`src/tpf_consts.svh`:
```
`ifndef TPF_CONSTS_SVH
`define TPF_CONSTS_SVH

// ==========================================================
// rtp header fields
`define TPF_RTP_VERSION 2'h2
`define TPF_RTP_ZERO_FLAGS 1'h0
`define TPF_RTP_ZERO_CC 4'h0
`define TPF_PT_DYN_LO 7'h60
`define TPF_PT_DYN_HI 7'h7F

// ==========================================================
// oam fields
`define TPF_OAM_NIBBLE 4'h1
`define TPF_FORMAT_IDENTIFIER_NIBBLE_ZERO 4'h0
`define TPF_RES_ZERO 8'h00
`define TPF_VCCV_CHAN_TYPE 16'h0000
`define TPF_OAM_TYPE_QUERY 8'h00
`define TPF_OAM_TYPE_REPLY 8'h08
`define TPF_OAM_BASE_LEN 16'h0010
`define TPF_OAM_TS_LEN 16'h000C
`define TPF_SEQ_RESET 16'h0000
`define TPF_TS_RESET 32'h00000000

// ==========================================================
// timing
`define TPF_CLK_NS 50
`define TPF_FINE_RES_NS 1000
`define TPF_COARSE_RES_NS 100000
`define TPF_FINE_CYCLES (`TPF_FINE_RES_NS / `TPF_CLK_NS)
`define TPF_COARSE_CYCLES (`TPF_COARSE_RES_NS / `TPF_CLK_NS)

`endif

```
`src/tpf_pkg.sv`:
```
package tpf_pkg;
	typedef enum logic [1:0] {
		TPF_KIND_AAL1,
		TPF_KIND_HDLC,
		TPF_KIND_RAW,
		TPF_KIND_OAM
	} tpf_kind_t;

	typedef enum logic {
		TPF_TS_ABSOLUTE,
		TPF_TS_DIFFERENTIAL
	} tpf_ts_mode_t;

	typedef logic [15:0] tpf_bundle_t;
endpackage : tpf_pkg

```
`src/tpf_framer.sv`:
```
`timescale 1ns/1ps
`include "tpf_consts.svh"
module tpf_framer
	import tpf_pkg::*;
(
	input wire logic CLK,
	input wire logic RESET_N,
	input wire logic TX_START,
	input wire logic [1:0] TX_KIND,
	input wire logic [15:0] TX_CW_SEQ,
	input wire logic [6:0] TX_PT,
	input wire logic [31:0] TX_SSRC,
	input wire logic [15:0] TX_BUNDLE,
	input wire logic TS_MODE,
	input wire logic TDM_FRAME_TICK,
	input wire logic NET_CLK_TICK,
	input wire logic VCCV_START,
	input wire logic OAM_QUERY_START,
	input wire logic OAM_QUERY_NO_VALIDATE,
	input wire logic OAM_REPLY_START,
	input wire logic OAM_REPLY_MISMATCH,
	input wire logic [15:0] OAM_REPLY_SEQ,
	input wire logic [2:0] OAM_LIST_SEL,
	input wire logic OAM_DELAY_MEASURE,
	input wire logic TS_RES_FINE,
	input wire logic BUNDLE_L,
	input wire logic BUNDLE_R,
	input wire logic [1:0] BUNDLE_M,
	input wire logic LIST_WR,
	input wire logic [2:0] LIST_WR_IDX,
	input wire logic [15:0] LIST_WR_DATA,
	input wire logic LIST_WR_VALID,
	input wire logic RX_START,
	input wire logic [3:0] RX_NIBBLE,
	input wire logic [15:0] RX_BUNDLE,
	input wire logic RX_REPLY,
	input wire logic [15:0] RX_REPLY_SEQ,
	output logic [95:0] RTP_HDR,
	output logic RTP_VALID,
	output logic [1:0] TX_KIND_OUT,
	output logic [15:0] TX_HDR_BUNDLE,
	output logic PT_ILLEGAL,
	output logic [31:0] VCCV_HDR,
	output logic [15:0] VCCV_BUNDLE,
	output logic VCCV_VALID,
	output logic OAM_TX_VALID,
	output logic [15:0] OAM_TX_BUNDLE,
	output logic OAM_TX_BUNDLE_OK,
	output logic [3:0] OAM_TX_FLAGS,
	output logic [15:0] OAM_TX_LEN,
	output logic [15:0] OAM_TX_SEQ,
	output logic [7:0] OAM_TX_TYPE,
	output logic [7:0] OAM_TX_CODE,
	output logic OAM_TX_TS_PRESENT,
	output logic [31:0] OAM_TX_TS,
	output logic RX_TO_OAM,
	output logic RX_TO_CW,
	output logic RX_OAM_LISTED,
	output logic REPLY_MATCH,
	output logic REPLY_MISMATCH
);

	// ==========================================================
	// helpers
	function automatic logic pt_dynamic(input logic [6:0] pt);
		pt_dynamic = (pt >= `TPF_PT_DYN_LO) && (pt <= `TPF_PT_DYN_HI);
	endfunction : pt_dynamic

	localparam int FINE_CYC = `TPF_FINE_CYCLES;
	localparam int COARSE_CYC = `TPF_COARSE_CYCLES;
	localparam logic [10:0] FINE_LAST = 11'(FINE_CYC - 1);
	localparam logic [10:0] COARSE_LAST = 11'(COARSE_CYC - 1);

	// ==========================================================
	// rtp timestamp
	logic [31:0] rtp_ts;
	logic [31:0] next_rtp_ts;
	wire tpf_ts_mode_t ts_mode = tpf_ts_mode_t'(TS_MODE);
	// absolute mode only moves on a tdm frame, so it tracks the circuit clock, not ours
	wire ts_abs_step = (ts_mode == TPF_TS_ABSOLUTE) && TDM_FRAME_TICK;
	wire ts_diff_step = (ts_mode == TPF_TS_DIFFERENTIAL) && NET_CLK_TICK;
	wire ts_step = ts_abs_step || ts_diff_step;

	assign next_rtp_ts = ts_step ? rtp_ts + 32'h00000001 : rtp_ts;

	always_ff @(posedge CLK) begin
		if (!RESET_N) begin
			rtp_ts <= `TPF_TS_RESET;
		end else begin
			rtp_ts <= next_rtp_ts;
		end
	end

	// ==========================================================
	// rtp header build
	wire logic [1:0] rtp_ver = `TPF_RTP_VERSION;
	wire logic rtp_pad = `TPF_RTP_ZERO_FLAGS;
	wire logic rtp_ext = `TPF_RTP_ZERO_FLAGS;
	wire logic [3:0] rtp_cc = `TPF_RTP_ZERO_CC;
	wire logic rtp_mark = `TPF_RTP_ZERO_FLAGS;
	// sequence is the control word's own value, never a separate counter
	wire logic [95:0] next_rtp_hdr = {rtp_ver, rtp_pad, rtp_ext, rtp_cc, rtp_mark, TX_PT,
		TX_CW_SEQ, next_rtp_ts, TX_SSRC};
	wire tpf_kind_t tx_kind = tpf_kind_t'(TX_KIND);
	// the pt is software's choice; flag it rather than rewrite it
	wire next_pt_illegal = !pt_dynamic(TX_PT);

	always_ff @(posedge CLK) begin
		if (!RESET_N) begin
			RTP_VALID <= 1'b0;
		end else begin
			RTP_VALID <= TX_START;
		end
	end

	always_ff @(posedge CLK) begin
		if (!RESET_N) begin
			PT_ILLEGAL <= 1'b0;
		end else begin
			PT_ILLEGAL <= next_pt_illegal;
		end
	end

	always_ff @(posedge CLK) begin
		if (!RESET_N) begin
			RTP_HDR <= 96'h0;
			TX_KIND_OUT <= 2'h0;
			TX_HDR_BUNDLE <= 16'h0000;
		end else if (TX_START) begin
			RTP_HDR <= next_rtp_hdr;
			TX_KIND_OUT <= 2'(tx_kind);
			TX_HDR_BUNDLE <= TX_BUNDLE;
		end
	end

	// ==========================================================
	// vccv oam header
	// the caller reuses the data encapsulation; only the bundle is echoed here
	wire logic [31:0] next_vccv_hdr = {`TPF_OAM_NIBBLE, `TPF_FORMAT_IDENTIFIER_NIBBLE_ZERO, `TPF_RES_ZERO,
		`TPF_VCCV_CHAN_TYPE};

	always_ff @(posedge CLK) begin
		if (!RESET_N) begin
			VCCV_VALID <= 1'b0;
		end else begin
			VCCV_VALID <= VCCV_START;
		end
	end

	always_ff @(posedge CLK) begin
		if (!RESET_N) begin
			VCCV_HDR <= 32'h00000000;
			VCCV_BUNDLE <= 16'h0000;
		end else if (VCCV_START) begin
			VCCV_HDR <= next_vccv_hdr;
			VCCV_BUNDLE <= TX_BUNDLE;
		end
	end

	// ==========================================================
	// maintenance bundle id list
	tpf_bundle_t list_id [8];
	logic [7:0] list_ok;
	logic [7:0] rx_hit;

	genvar gi;
	generate
		for (gi = 0; gi < 8; gi++) begin : g_list
			always_ff @(posedge CLK) begin
				if (!RESET_N) begin
					list_id[gi] <= 16'h0000;
					list_ok[gi] <= 1'b0;
				end else if (LIST_WR && (LIST_WR_IDX == 3'(gi))) begin
					list_id[gi] <= LIST_WR_DATA;
					list_ok[gi] <= LIST_WR_VALID;
				end
			end
			assign rx_hit[gi] = list_ok[gi] && (list_id[gi] == RX_BUNDLE);
		end
	endgenerate

	// ==========================================================
	// delay timestamp timebase
	logic [10:0] res_cnt;
	logic [31:0] oam_ts;
	wire [10:0] res_last = TS_RES_FINE ? FINE_LAST : COARSE_LAST;
	// at or above, so a switch from coarse to fine never waits for the counter to wrap
	wire res_tick = (res_cnt >= res_last);
	wire [10:0] next_res_cnt = res_tick ? 11'h000 : res_cnt + 11'h001;
	wire [31:0] next_oam_ts = res_tick ? oam_ts + 32'h00000001 : oam_ts;

	always_ff @(posedge CLK) begin
		if (!RESET_N) begin
			res_cnt <= 11'h000;
			oam_ts <= `TPF_TS_RESET;
		end else begin
			res_cnt <= next_res_cnt;
			oam_ts <= next_oam_ts;
		end
	end

	// ==========================================================
	// udp oam transmit
	logic [15:0] oam_seq;
	// reply wins if both ask at once; a query retried next cycle costs nothing
	wire oam_go = OAM_QUERY_START || OAM_REPLY_START;
	wire is_reply = OAM_REPLY_START;
	wire [15:0] next_oam_seq = (OAM_QUERY_START && !is_reply) ?
		oam_seq + 16'h0001 : oam_seq;
	wire [15:0] tx_seq = is_reply ? OAM_REPLY_SEQ : next_oam_seq;
	wire [7:0] tx_type = is_reply ? `TPF_OAM_TYPE_REPLY : `TPF_OAM_TYPE_QUERY;
	wire [7:0] tx_code_q = {7'h00, OAM_QUERY_NO_VALIDATE};
	wire [7:0] tx_code_r = {7'h00, OAM_REPLY_MISMATCH};
	wire [7:0] tx_code = is_reply ? tx_code_r : tx_code_q;
	wire [15:0] tx_len = OAM_DELAY_MEASURE ?
		`TPF_OAM_BASE_LEN + `TPF_OAM_TS_LEN : `TPF_OAM_BASE_LEN;
	wire [15:0] tx_oam_bundle = list_id[OAM_LIST_SEL];
	wire tx_oam_ok = list_ok[OAM_LIST_SEL];

	always_ff @(posedge CLK) begin
		if (!RESET_N) begin
			oam_seq <= `TPF_SEQ_RESET;
		end else begin
			oam_seq <= next_oam_seq;
		end
	end

	// pulse only for a listed bundle, so no packet leaves under an unknown id
	always_ff @(posedge CLK) begin
		if (!RESET_N) begin
			OAM_TX_VALID <= 1'b0;
		end else begin
			OAM_TX_VALID <= oam_go && tx_oam_ok;
		end
	end

	always_ff @(posedge CLK) begin
		if (!RESET_N) begin
			OAM_TX_BUNDLE <= 16'h0000;
			OAM_TX_BUNDLE_OK <= 1'b0;
		end else if (oam_go) begin
			OAM_TX_BUNDLE <= tx_oam_bundle;
			OAM_TX_BUNDLE_OK <= tx_oam_ok;
		end
	end

	always_ff @(posedge CLK) begin
		if (!RESET_N) begin
			OAM_TX_FLAGS <= 4'h0;
			OAM_TX_LEN <= 16'h0000;
		end else if (oam_go) begin
			OAM_TX_FLAGS <= {BUNDLE_L, BUNDLE_R, BUNDLE_M};
			OAM_TX_LEN <= tx_len;
		end
	end

	always_ff @(posedge CLK) begin
		if (!RESET_N) begin
			OAM_TX_SEQ <= 16'h0000;
			OAM_TX_TYPE <= 8'h00;
			OAM_TX_CODE <= 8'h00;
		end else if (oam_go) begin
			OAM_TX_SEQ <= tx_seq;
			OAM_TX_TYPE <= tx_type;
			OAM_TX_CODE <= tx_code;
		end
	end

	always_ff @(posedge CLK) begin
		if (!RESET_N) begin
			OAM_TX_TS_PRESENT <= 1'b0;
			OAM_TX_TS <= 32'h00000000;
		end else if (oam_go) begin
			OAM_TX_TS_PRESENT <= OAM_DELAY_MEASURE;
			OAM_TX_TS <= OAM_DELAY_MEASURE ? oam_ts : 32'h00000000;
		end
	end

	// ==========================================================
	// receive classification
	// decided on the nibble alone so control word logic never sees oam
	wire rx_is_oam = (RX_NIBBLE == `TPF_OAM_NIBBLE);

	always_ff @(posedge CLK) begin
		if (!RESET_N) begin
			RX_TO_OAM <= 1'b0;
		end else begin
			RX_TO_OAM <= RX_START && rx_is_oam;
		end
	end

	always_ff @(posedge CLK) begin
		if (!RESET_N) begin
			RX_TO_CW <= 1'b0;
		end else begin
			RX_TO_CW <= RX_START && !rx_is_oam;
		end
	end

	always_ff @(posedge CLK) begin
		if (!RESET_N) begin
			RX_OAM_LISTED <= 1'b0;
		end else begin
			RX_OAM_LISTED <= RX_START && (|rx_hit);
		end
	end

	// ==========================================================
	// reply matching
	// only the latest query is tracked; an older reply counts as a mismatch
	wire reply_eq = (RX_REPLY_SEQ == oam_seq);

	always_ff @(posedge CLK) begin
		if (!RESET_N) begin
			REPLY_MATCH <= 1'b0;
		end else begin
			REPLY_MATCH <= RX_REPLY && reply_eq;
		end
	end

	always_ff @(posedge CLK) begin
		if (!RESET_N) begin
			REPLY_MISMATCH <= 1'b0;
		end else begin
			REPLY_MISMATCH <= RX_REPLY && !reply_eq;
		end
	end

endmodule : tpf_framer

```
`config.mk`:
```
export PLATFORM = sky130hd
export DESIGN_NAME = tpf_framer
export DESIGN_NICKNAME = d
export VERILOG_FILES = /design/src/tpf_pkg.sv /design/src/tpf_framer.sv
export VERILOG_INCLUDE_DIRS = /design/src /design/src/src
export SDC_FILE = /design/constraint.sdc
export NUM_CORES = 1
export LEC_CHECK = 0
export CAP_MARGIN = 20
export CORE_MARGIN = 2
export CORE_UTILIZATION = 40
export CTS_BUF_LIST = sky130_fd_sc_hd__clkbuf_4 sky130_fd_sc_hd__clkbuf_8 sky130_fd_sc_hd__clkbuf_16
export DETAILED_ROUTE_END_ITERATION = 7
export DONT_BUFFER_PORTS = 1
export GPL_TIMING_DRIVEN = 0
export PLACE_DENSITY = 0.64
export SKIP_LAST_GASP = 1
export SLEW_MARGIN = 20
export SYNTH_ARGS = -nofsm -noshare
export SYNTH_HDL_FRONTEND = slang
export SYNTH_SLANG_ARGS = --single-unit
export TNS_END_PERCENT = 100
```
`constraint.sdc`:
```
create_clock -name CLK -period 2.6 [get_ports CLK]
set_input_delay 0.26 -clock CLK [delete_from_list [all_inputs] [get_ports CLK]]
set_output_delay 0.26 -clock CLK [all_outputs]
set_load 0.005 [all_outputs]
```
==> qor.yml, run 1 <==
status: "complete, no violations"
hold_viol: 0
grt_pass1_vias: 14200
dp_slack_ns: 0.135
power_density_mw_per_mm2: 670
critPathKind: "flop to flop"
timing.rr.end: "oam_ts[17]"
cts_num_sinks: 432
fmax_ghz: 0.425
crit_path_start_kind: "flop"
top_usage_layer: "met2"
numCtsBuffers: 48
cts_setup_buffers: 0
worstPathRequired_ns: 3.08
cts_tree: "built"
io_pins: 441
synthesis.area_mm2: 0.0199
wire_per_inst_um: 21.3
crit_fanout: 8
ys.warnings.count: 0
grt_pass1_wl_um: 84900
firstDrtPassIters: 5
port_buffers: 0
area_growth_pct: 20.2
cp_data_arrival_time_ns: 2.83
rsz0062_at_grt: "false"
antenna_found_initial: 6
maxSlewViolCount: 0
setup_viol: 0
synth.area.top_cells: "dfxtp_1 31%, edfxtp_1 19%, mux2i_1 5.5%"
ant_nets: 0
reg2regPathDepth: 7
ys_ff_latch: 432
drt_iter0_markers: 890
reg2reg_slack_ns: 0.25
synth_top_area_cell: "dfxtp_1"
period_share_pct: 90.4
dieArea_mm2: 0.0516
fp.dieW_um: 227
fillers: 4443
core-area_mm2: 0.0491
gp_congestion: 0.913
cts_buffer_depth: 3
max-vdd-ir-drop_uv: 557
path_clk_slew_ns: 0.06
via_per_inst: 5.12
slew_headroom_pct: 33.1
met1_usage_pct: 25.9
maxCapViolCount: 0
fp-row-count: 81
crit_path_end_kind: "flop"
drc: 0
synth_top_area_share_pct: 30.5
grtUsageMet2_pct: 37.9
finish.utilization_pct: 48.9
vias: 14100
final_layout_size_suffix_gt1_share_pct: 11.9
skew_ns: 0.0208
synth_common_cells: "304 x dfxtp_1, 173 x and2_1, 128 x edfxtp_1"
synthArstFlopShare_pct: 0
met3_usage_pct: 5.42
hold_path.class: "primary input to flop"
syn_avg_cell_area_um2: 11.1
ys_seq_area_share_pct: 49.8
synthFlopType: "dfxtp_1"
die_y_um: 227
finalCriticalPeriod_ns: 2.35
start_util_pct: 40.6
cts-root-buf: "clkbuf_16"
grt_max_degree: 17
htreeDepth: 2
power_leakage_nw: 9.43
clk_latency_ns: 0.58
routed_wl_um: 58600
gr-total-overflow: 0
layout_setup_ws_ns: 0.250
yosysMostFrequentCell: "dfxtp_1"
grtUsageTotal_pct: 21.8
fin_nets: 2220
synth_cells: 1798
tightest_slew_ns: 1.00
reg2reg_from: "res_cnt[4]"
startpoint: "res_cnt[4]"
hpwl_um: 43400
critPathCapture: "oam_ts[17]"
synth_edf_count: 128
synth.distinct_cells: 72
-- sequential cells by signal (all words and copies together) (netlist names), 2 cells and up --
register / count
OAM_TX_BUNDLE: 16
OAM_TX_FLAGS: 4
OAM_TX_LEN: 2
OAM_TX_SEQ: 16
OAM_TX_TS: 32
RTP_HDR: 88
TX_HDR_BUNDLE: 16
TX_KIND_OUT: 2
VCCV_BUNDLE: 16
list_id: 128
list_ok: 8
oam_seq: 16
oam_ts: 32
res_cnt: 11
rtp_ts: 32
-- timing repair --
item	4_1_cts	5_1_grt
hold buffers	119	0
resized for setup	0	0
hold endpoints to repair	246	0
-- power breakdown --
group | switching [mW] | internal [mW] | leakage [nW]
registers | 0.285 | 7.26 | 3.72
clock network | 2.80 | 4.23 | 0.814
logic | 0.796 | 0.700 | 4.89
total | 3.88 | 12.2 | 9.43
-- cells by family (layout without fill, tap and decap cells) --
family	after synthesis	count (layout)	share of synthesized area [%]
compound gates	215	215	8.23
xor+xnor	218	218	9.58
fa+ha+maj	12	12	0.753
buf+inv	192	407	5.11
flops	432	432	49.8
mux	146	146	9.49
other cells	1	68	0.0188
simple gates	582	582	17.0
-- how the worst min path moves through the flow --
stage	startpoint	end	slack, ns	cells past startpoint
CTS	LIST_WR_IDX[0]	list_id[4][2]	0.005	1
floorplan	RX_NIBBLE[3]	RX_TO_OAM	0.34	1
detailed placement	RX_NIBBLE[3]	RX_TO_OAM	0.34	1
global route	LIST_WR_IDX[0]	list_id[4][1]	0.03	1
global placement	RX_NIBBLE[3]	RX_TO_OAM	0.34	1
finish	LIST_WR_IDX[0]	list_id[4][1]	0.03	1
-- layout by cell type (no fill, tap or decap), types with 33 or more instances in the layout --
cell and n:
and2_1 173, buf_4 70, clkbuf_1 83, clkbuf_16 49, conb_1 66, dfxtp_1 304
dlygate4sd3_1 119, edfxtp_1 128, mux2i_1 110, mux4_2 34, nand2_1 86, nand3_1 34
nand4_1 33, nor2_1 37, nor2b_1 127, o21ai_0 37, xnor2_1 123, xor2_1 95
-- worst max-delay path, cell delays in order (launching register included) --
cell and delay [ns]:
dfxtp_1 0.39, ha_1 0.26, a211o_1 0.27, a221oi_2 0.30, nor3b_2 0.12, o21ai_1 0.56, o311ai_0 0.24, o41ai_1 0.11
-- layout make-up --
type	count	area [µm²]	area share [%]
timing repair buffer	127	1290	5.38
inverter	15	56.3	0.235
clock buffer	67	1390	5.78
sequential	432	9930	41.4
multi-input combinational	1239	9270	38.7
clock inverter	21	246	1.03
antenna	2	5.00	0.0209
buffer	177	962	4.01
tap	664	831	3.47
-- through the flow --
| step | hold WS, ns | setup TNS (ns) | cells | instance area (µm²) | total power [mW] |
|---|---|---|---|---|---|
| final | 0.0340 | 0 | 2744 | 24000 | 16.1 |
| after global routing | 0.0259 | 0 | 2743 | 24000 | 16.6 |
| after CTS | 0.00491 | 0 | 2742 | 24000 | 16.2 |
| after detailed placement | 0.341 | 0 | 2535 | 21100 | 8.98 |
| after global placement | 0.342 | -67.39 | 2527 | 21000 | 8.93 |
| after floorplan | 0.338 | 0 | 1863 | 20200 | 8.52 |
-- layer usage --
| metal | vias up | routed length (µm) |
|---|---|---|
| met5 | - | 35 |
| met4 | 6 | 1930 |
| met3 | 122 | 4370 |
| met2 | 472 | 29400 |
| met1 | 6792 | 22800 |
| li1 | 6670 | - |
(Power assumes the default switching activity.)
==> inputs of run 2 (changes only) <==
--- a/config.mk
+++ b/config.mk
@@ -6,6 +6,7 @@
 export SDC_FILE = /design/constraint.sdc
 export NUM_CORES = 1
 export LEC_CHECK = 0
+export ABC_AREA = 1
 export CAP_MARGIN = 20
 export CORE_MARGIN = 2
 export CORE_UTILIZATION = 40
==> run 2 against run 1 <==
  * Hold slack got worse by 0.0043 ns
  * Design area rose by 4.2%
  * Combinational power rose by 8%
  * Die area rose by 4.8%
  * Global-route usage rose by 7.1 points
  * Maximum frequency rose by 1.2%
  * Critical endpoint is now REPLY_MATCH
  * Sequential share of layout area fell by 1.7 points
  * Routed wire length rose by 36%
  * Cell count rose by 36%
==> qor.yml, run 2 <==
status: "complete, no violations"  # unchanged
ys_ff_latch: 432  # unchanged
maxSlewViolCount: 0  # unchanged
synthFlopType: "dfxtp_1"  # unchanged
gp_congestion: 0.926  # was 0.913
skew_ns: 0.0176  # was 0.0208 ns
core-area_mm2: 0.0515  # was 0.0491 mm²
synth_top_area_cell: "dfxtp_1"  # unchanged
rsz0062_at_grt: "false"  # unchanged
area_growth_pct: 19.4  # was 20.2%
fmax_ghz: 0.431  # was 0.425 GHz
setup_viol: 0  # unchanged
whs_path_depth: 2  # was 1
place_area_mm2: 0.0221  # was 0.0211 mm²
routed_wl_um: 79800  # was 58,600 µm
firstDrtPassIters: 6  # was 5
gr-total-overflow: 0  # unchanged
ys_seq_area_share_pct: 47.5  # was 49.8%
crit_fanout: 5  # was 8
power_leakage_nw: 10.6  # was 9.43 nW
die_y_um: 233  # was 227 µm
synthesis.area_mm2: 0.0209  # was 0.0199 mm²
multi_input_area_mm2: 0.00918  # was 0.00927 mm²
drc: 0  # unchanged
largest_reg_flops: 128  # unchanged
vias: 19500  # was 14,100
cp_data_arrival_time_ns: 2.84  # was 2.83 ns
via_per_inst: 5.24  # was 5.12
port_buffers: 0  # unchanged
final_common_cell: "nand2_1"  # was dfxtp_1
fp.dieW_um: 233  # was 227 µm
critPathKind: "flop to flop"  # unchanged
drt_iter0_markers: 1712  # was 890
synth_top_area_share_pct: 29.1  # was 30.5%
maxCapViolCount: 0  # unchanged
timing.hold.ws_ns: 0.0297  # was 0.0340 ns
finalCriticalPeriod_ns: 2.32  # was 2.35 ns
reg2regPathDepth: 7  # unchanged
fin_nets: 3183  # was 2,220
largestRegisters: "list_id: 128 flops, RTP_HDR: 88 flops"  # unchanged
wire_per_inst_um: 21.4  # was 21.3 µm
hold_viol: 0  # unchanged
synthArstFlopShare_pct: 0  # unchanged
final_cell_mix: "554 x nand2_1, 532 x nor2_1, 304 x dfxtp_1"  # was 304 x dfxtp_1, 173 x and2_1, 128 x edfxtp_1
cts_resized: 0  # unchanged
grt_max_degree: 18  # was 17
fin_area_mm2: 0.0250  # was 0.0240 mm²
worstPathRequired_ns: 3.12  # was 3.08 ns
largest-register: "list_id"  # unchanged
max-vdd-ir-drop_uv: 483  # was 557 µV
grt_pass1_vias: 18800  # was 14,200
tightest_slew_ns: 1.09  # was 1.00 ns
start_util_pct: 40.6  # about the same
antenna_found_initial: 7  # was 6
hold_path.class: "primary input to flop"  # unchanged
slew_headroom_pct: 27.6  # was 33.1%
cts-root-buf: "clkbuf_16"  # unchanged
fillers: 5060  # was 4,443
synth_cells: 2769  # was 1,798
clk_latency_ns: 0.59  # was 0.58 ns
ff_latch_area_mm2: 0.00993  # unchanged
grtUsageTotal_pct: 28.8  # was 21.8%
final_layout_size_suffix_gt1_share_pct: 9.14  # was 11.9%
finish.utilization_pct: 48.5  # was 48.9%
cp_slowest_stage_delay_ns: 0.56  # about the same
ant_nets: 0  # unchanged
synth.distinct_cells: 54  # was 72
syn_avg_cell_area_um2: 7.56  # was 11.1 µm²
synth_edf_count: 128  # unchanged
power_density_mw_per_mm2: 661  # was 670 mW/mm²
htreeDepth: 2  # unchanged
synth.area.top_cells: "dfxtp_1 29%, edfxtp_1 18%, nand2_1 9.9%"  # was dfxtp_1 31%, edfxtp_1 19%, mux2i_1 5.5%
cts_num_sinks: 432  # unchanged
dieArea_mm2: 0.0542  # was 0.0516 mm²
crit_slowest_cell: "dlygate4sd3_1"  # was o21ai_1
layout_setup_ws_ns: 0.278  # was 0.250 ns
numCtsBuffers: 49  # was 48
ys.warnings.count: 0  # unchanged
finalPower_mw: 16.5  # was 16.1 mW
io_pins: 441  # unchanged
fp-row-count: 83  # was 81
cts_buffer_depth: 3  # unchanged
synth_common_cells: "554 x nand2_1, 532 x nor2_1, 304 x dfxtp_1"  # was 304 x dfxtp_1, 173 x and2_1, 128 x edfxtp_1
crit_path_start_kind: "flop"  # unchanged
cp_common_cell: "dlygate4sd3_1"
hpwl_um: 60600  # was 43,400 µm
cts_tree: "built"  # unchanged
dp_slack_ns: -0.313  # was 0.135 ns
path_clk_slew_ns: 0.06  # about the same
grt_pass1_wl_um: 117000  # was 84,900 µm
crit_chain: "xnor2_1, nand2_1, dlygate4sd3_1, nor3_1, nand3_1, nor2_1, dlygate4sd3_1"  # was ha_1, a211o_1, a221oi_2, nor3b_2, o21ai_1, o311ai_0, o41ai_1
yosysMostFrequentCell: "nand2_1"  # was dfxtp_1
crit_path_end_kind: "flop"  # unchanged
period_share_pct: 89.3  # was 90.4%
-- run 2: changes by cell type after synthesis, sizes merged, moves of 64 or more --
cell	delta
inv	+248
nand2	+472
nor2b	-127
nand3	+64
and2	-173
a21oi	+90
mux2i	-110
o21ai	+222
xnor2	-107
nor2	+515
-- run 2: final cells by class --
class                      instances  area share, %
clock buffer                      74           6.07
buffer                           190           4.35
clock inverter                    17          0.817
multi-input combinational       1948           36.8
timing repair buffer             118           4.77
antenna                            5         0.0501
sequential                       432           39.8
tap                              680           3.41
inverter                         264           4.00
-- run 2: path summary, 6_finish.rpt --
check,start,endpoint,slack [ns]
hold reg to reg,VCCV_HDR[28],VCCV_HDR[28],0.46
setup reg to reg,oam_seq[8],REPLY_MATCH,0.28
hold / removal,OAM_DELAY_MEASURE,OAM_TX_TS[8],0.03
setup / recovery,oam_seq[8],REPLY_MATCH,0.28
-- run 2: per-stage QoR --
| step | setup TNS [ns] | std cells |
|---|---|---|
| 5_1_grt | 0 | 3727 |
| 6_report | 0 | 3728 |
| 4_1_cts | 0 | 3723 |
| 2_1_floorplan | 0 | 2834 |
| 3_3_place_gp | -55.55 | 3514 |
| 3_5_place_dp | -9.62 | 3519 |
-- run 2: critical path: cells and delay by family (launching register included) --
| family | cells | cell delay (ns) |
|---|---|---|
| xor gates and xnor gates | 1 | 0.15 |
| buffers and inverters | 2 | 1.12 |
| DFF | 1 | 0.46 |
| and+or+nand+nor | 4 | 0.52 |
-- run 2: cell families (layout without fill, tap and decap cells) --
| logic type | after synthesis | after routing | synth area share (%) |
|---|---|---|---|
| AND/OR/NAND/NOR | 1309 | 1309 | 25.9 |
| AO/OA/AOI/OAI | 467 | 467 | 12.0 |
| buffers and inverters | 454 | 663 | 9.96 |
| flip-flops | 432 | 432 | 47.5 |
| XOR/XNOR | 93 | 93 | 3.89 |
| adder cells (fa/ha/maj) | 12 | 12 | 0.718 |
| other | 1 | 71 | 0.0179 |
| multiplexers | 1 | 1 | 0.0478 |
-- run 2: per-layer routing --
metal	routed length (µm)	vias to the layer above	track usage, %
li1	-	9281	-
met1	31900	9200	35.1
met2	38500	914	50.0
met3	6860	135	6.47
met4	2510	4	9.75
met5	27	-	0
-- run 2: what timing repair did --
item,CTS,global route
hold buffers,113,0
hold endpoints to repair,126,0
buffers inserted,0,0
-- run 2: power by group --
| group | internal (mW) | switching [mW] | total (mW) |
|---|---|---|---|
| combinational | 0.551 | 1.07 | 1.62 |
| sequential | 7.26 | 0.279 | 7.54 |
| clock | 4.44 | 2.90 | 7.34 |
| total | 12.2 | 4.25 | 16.5 |
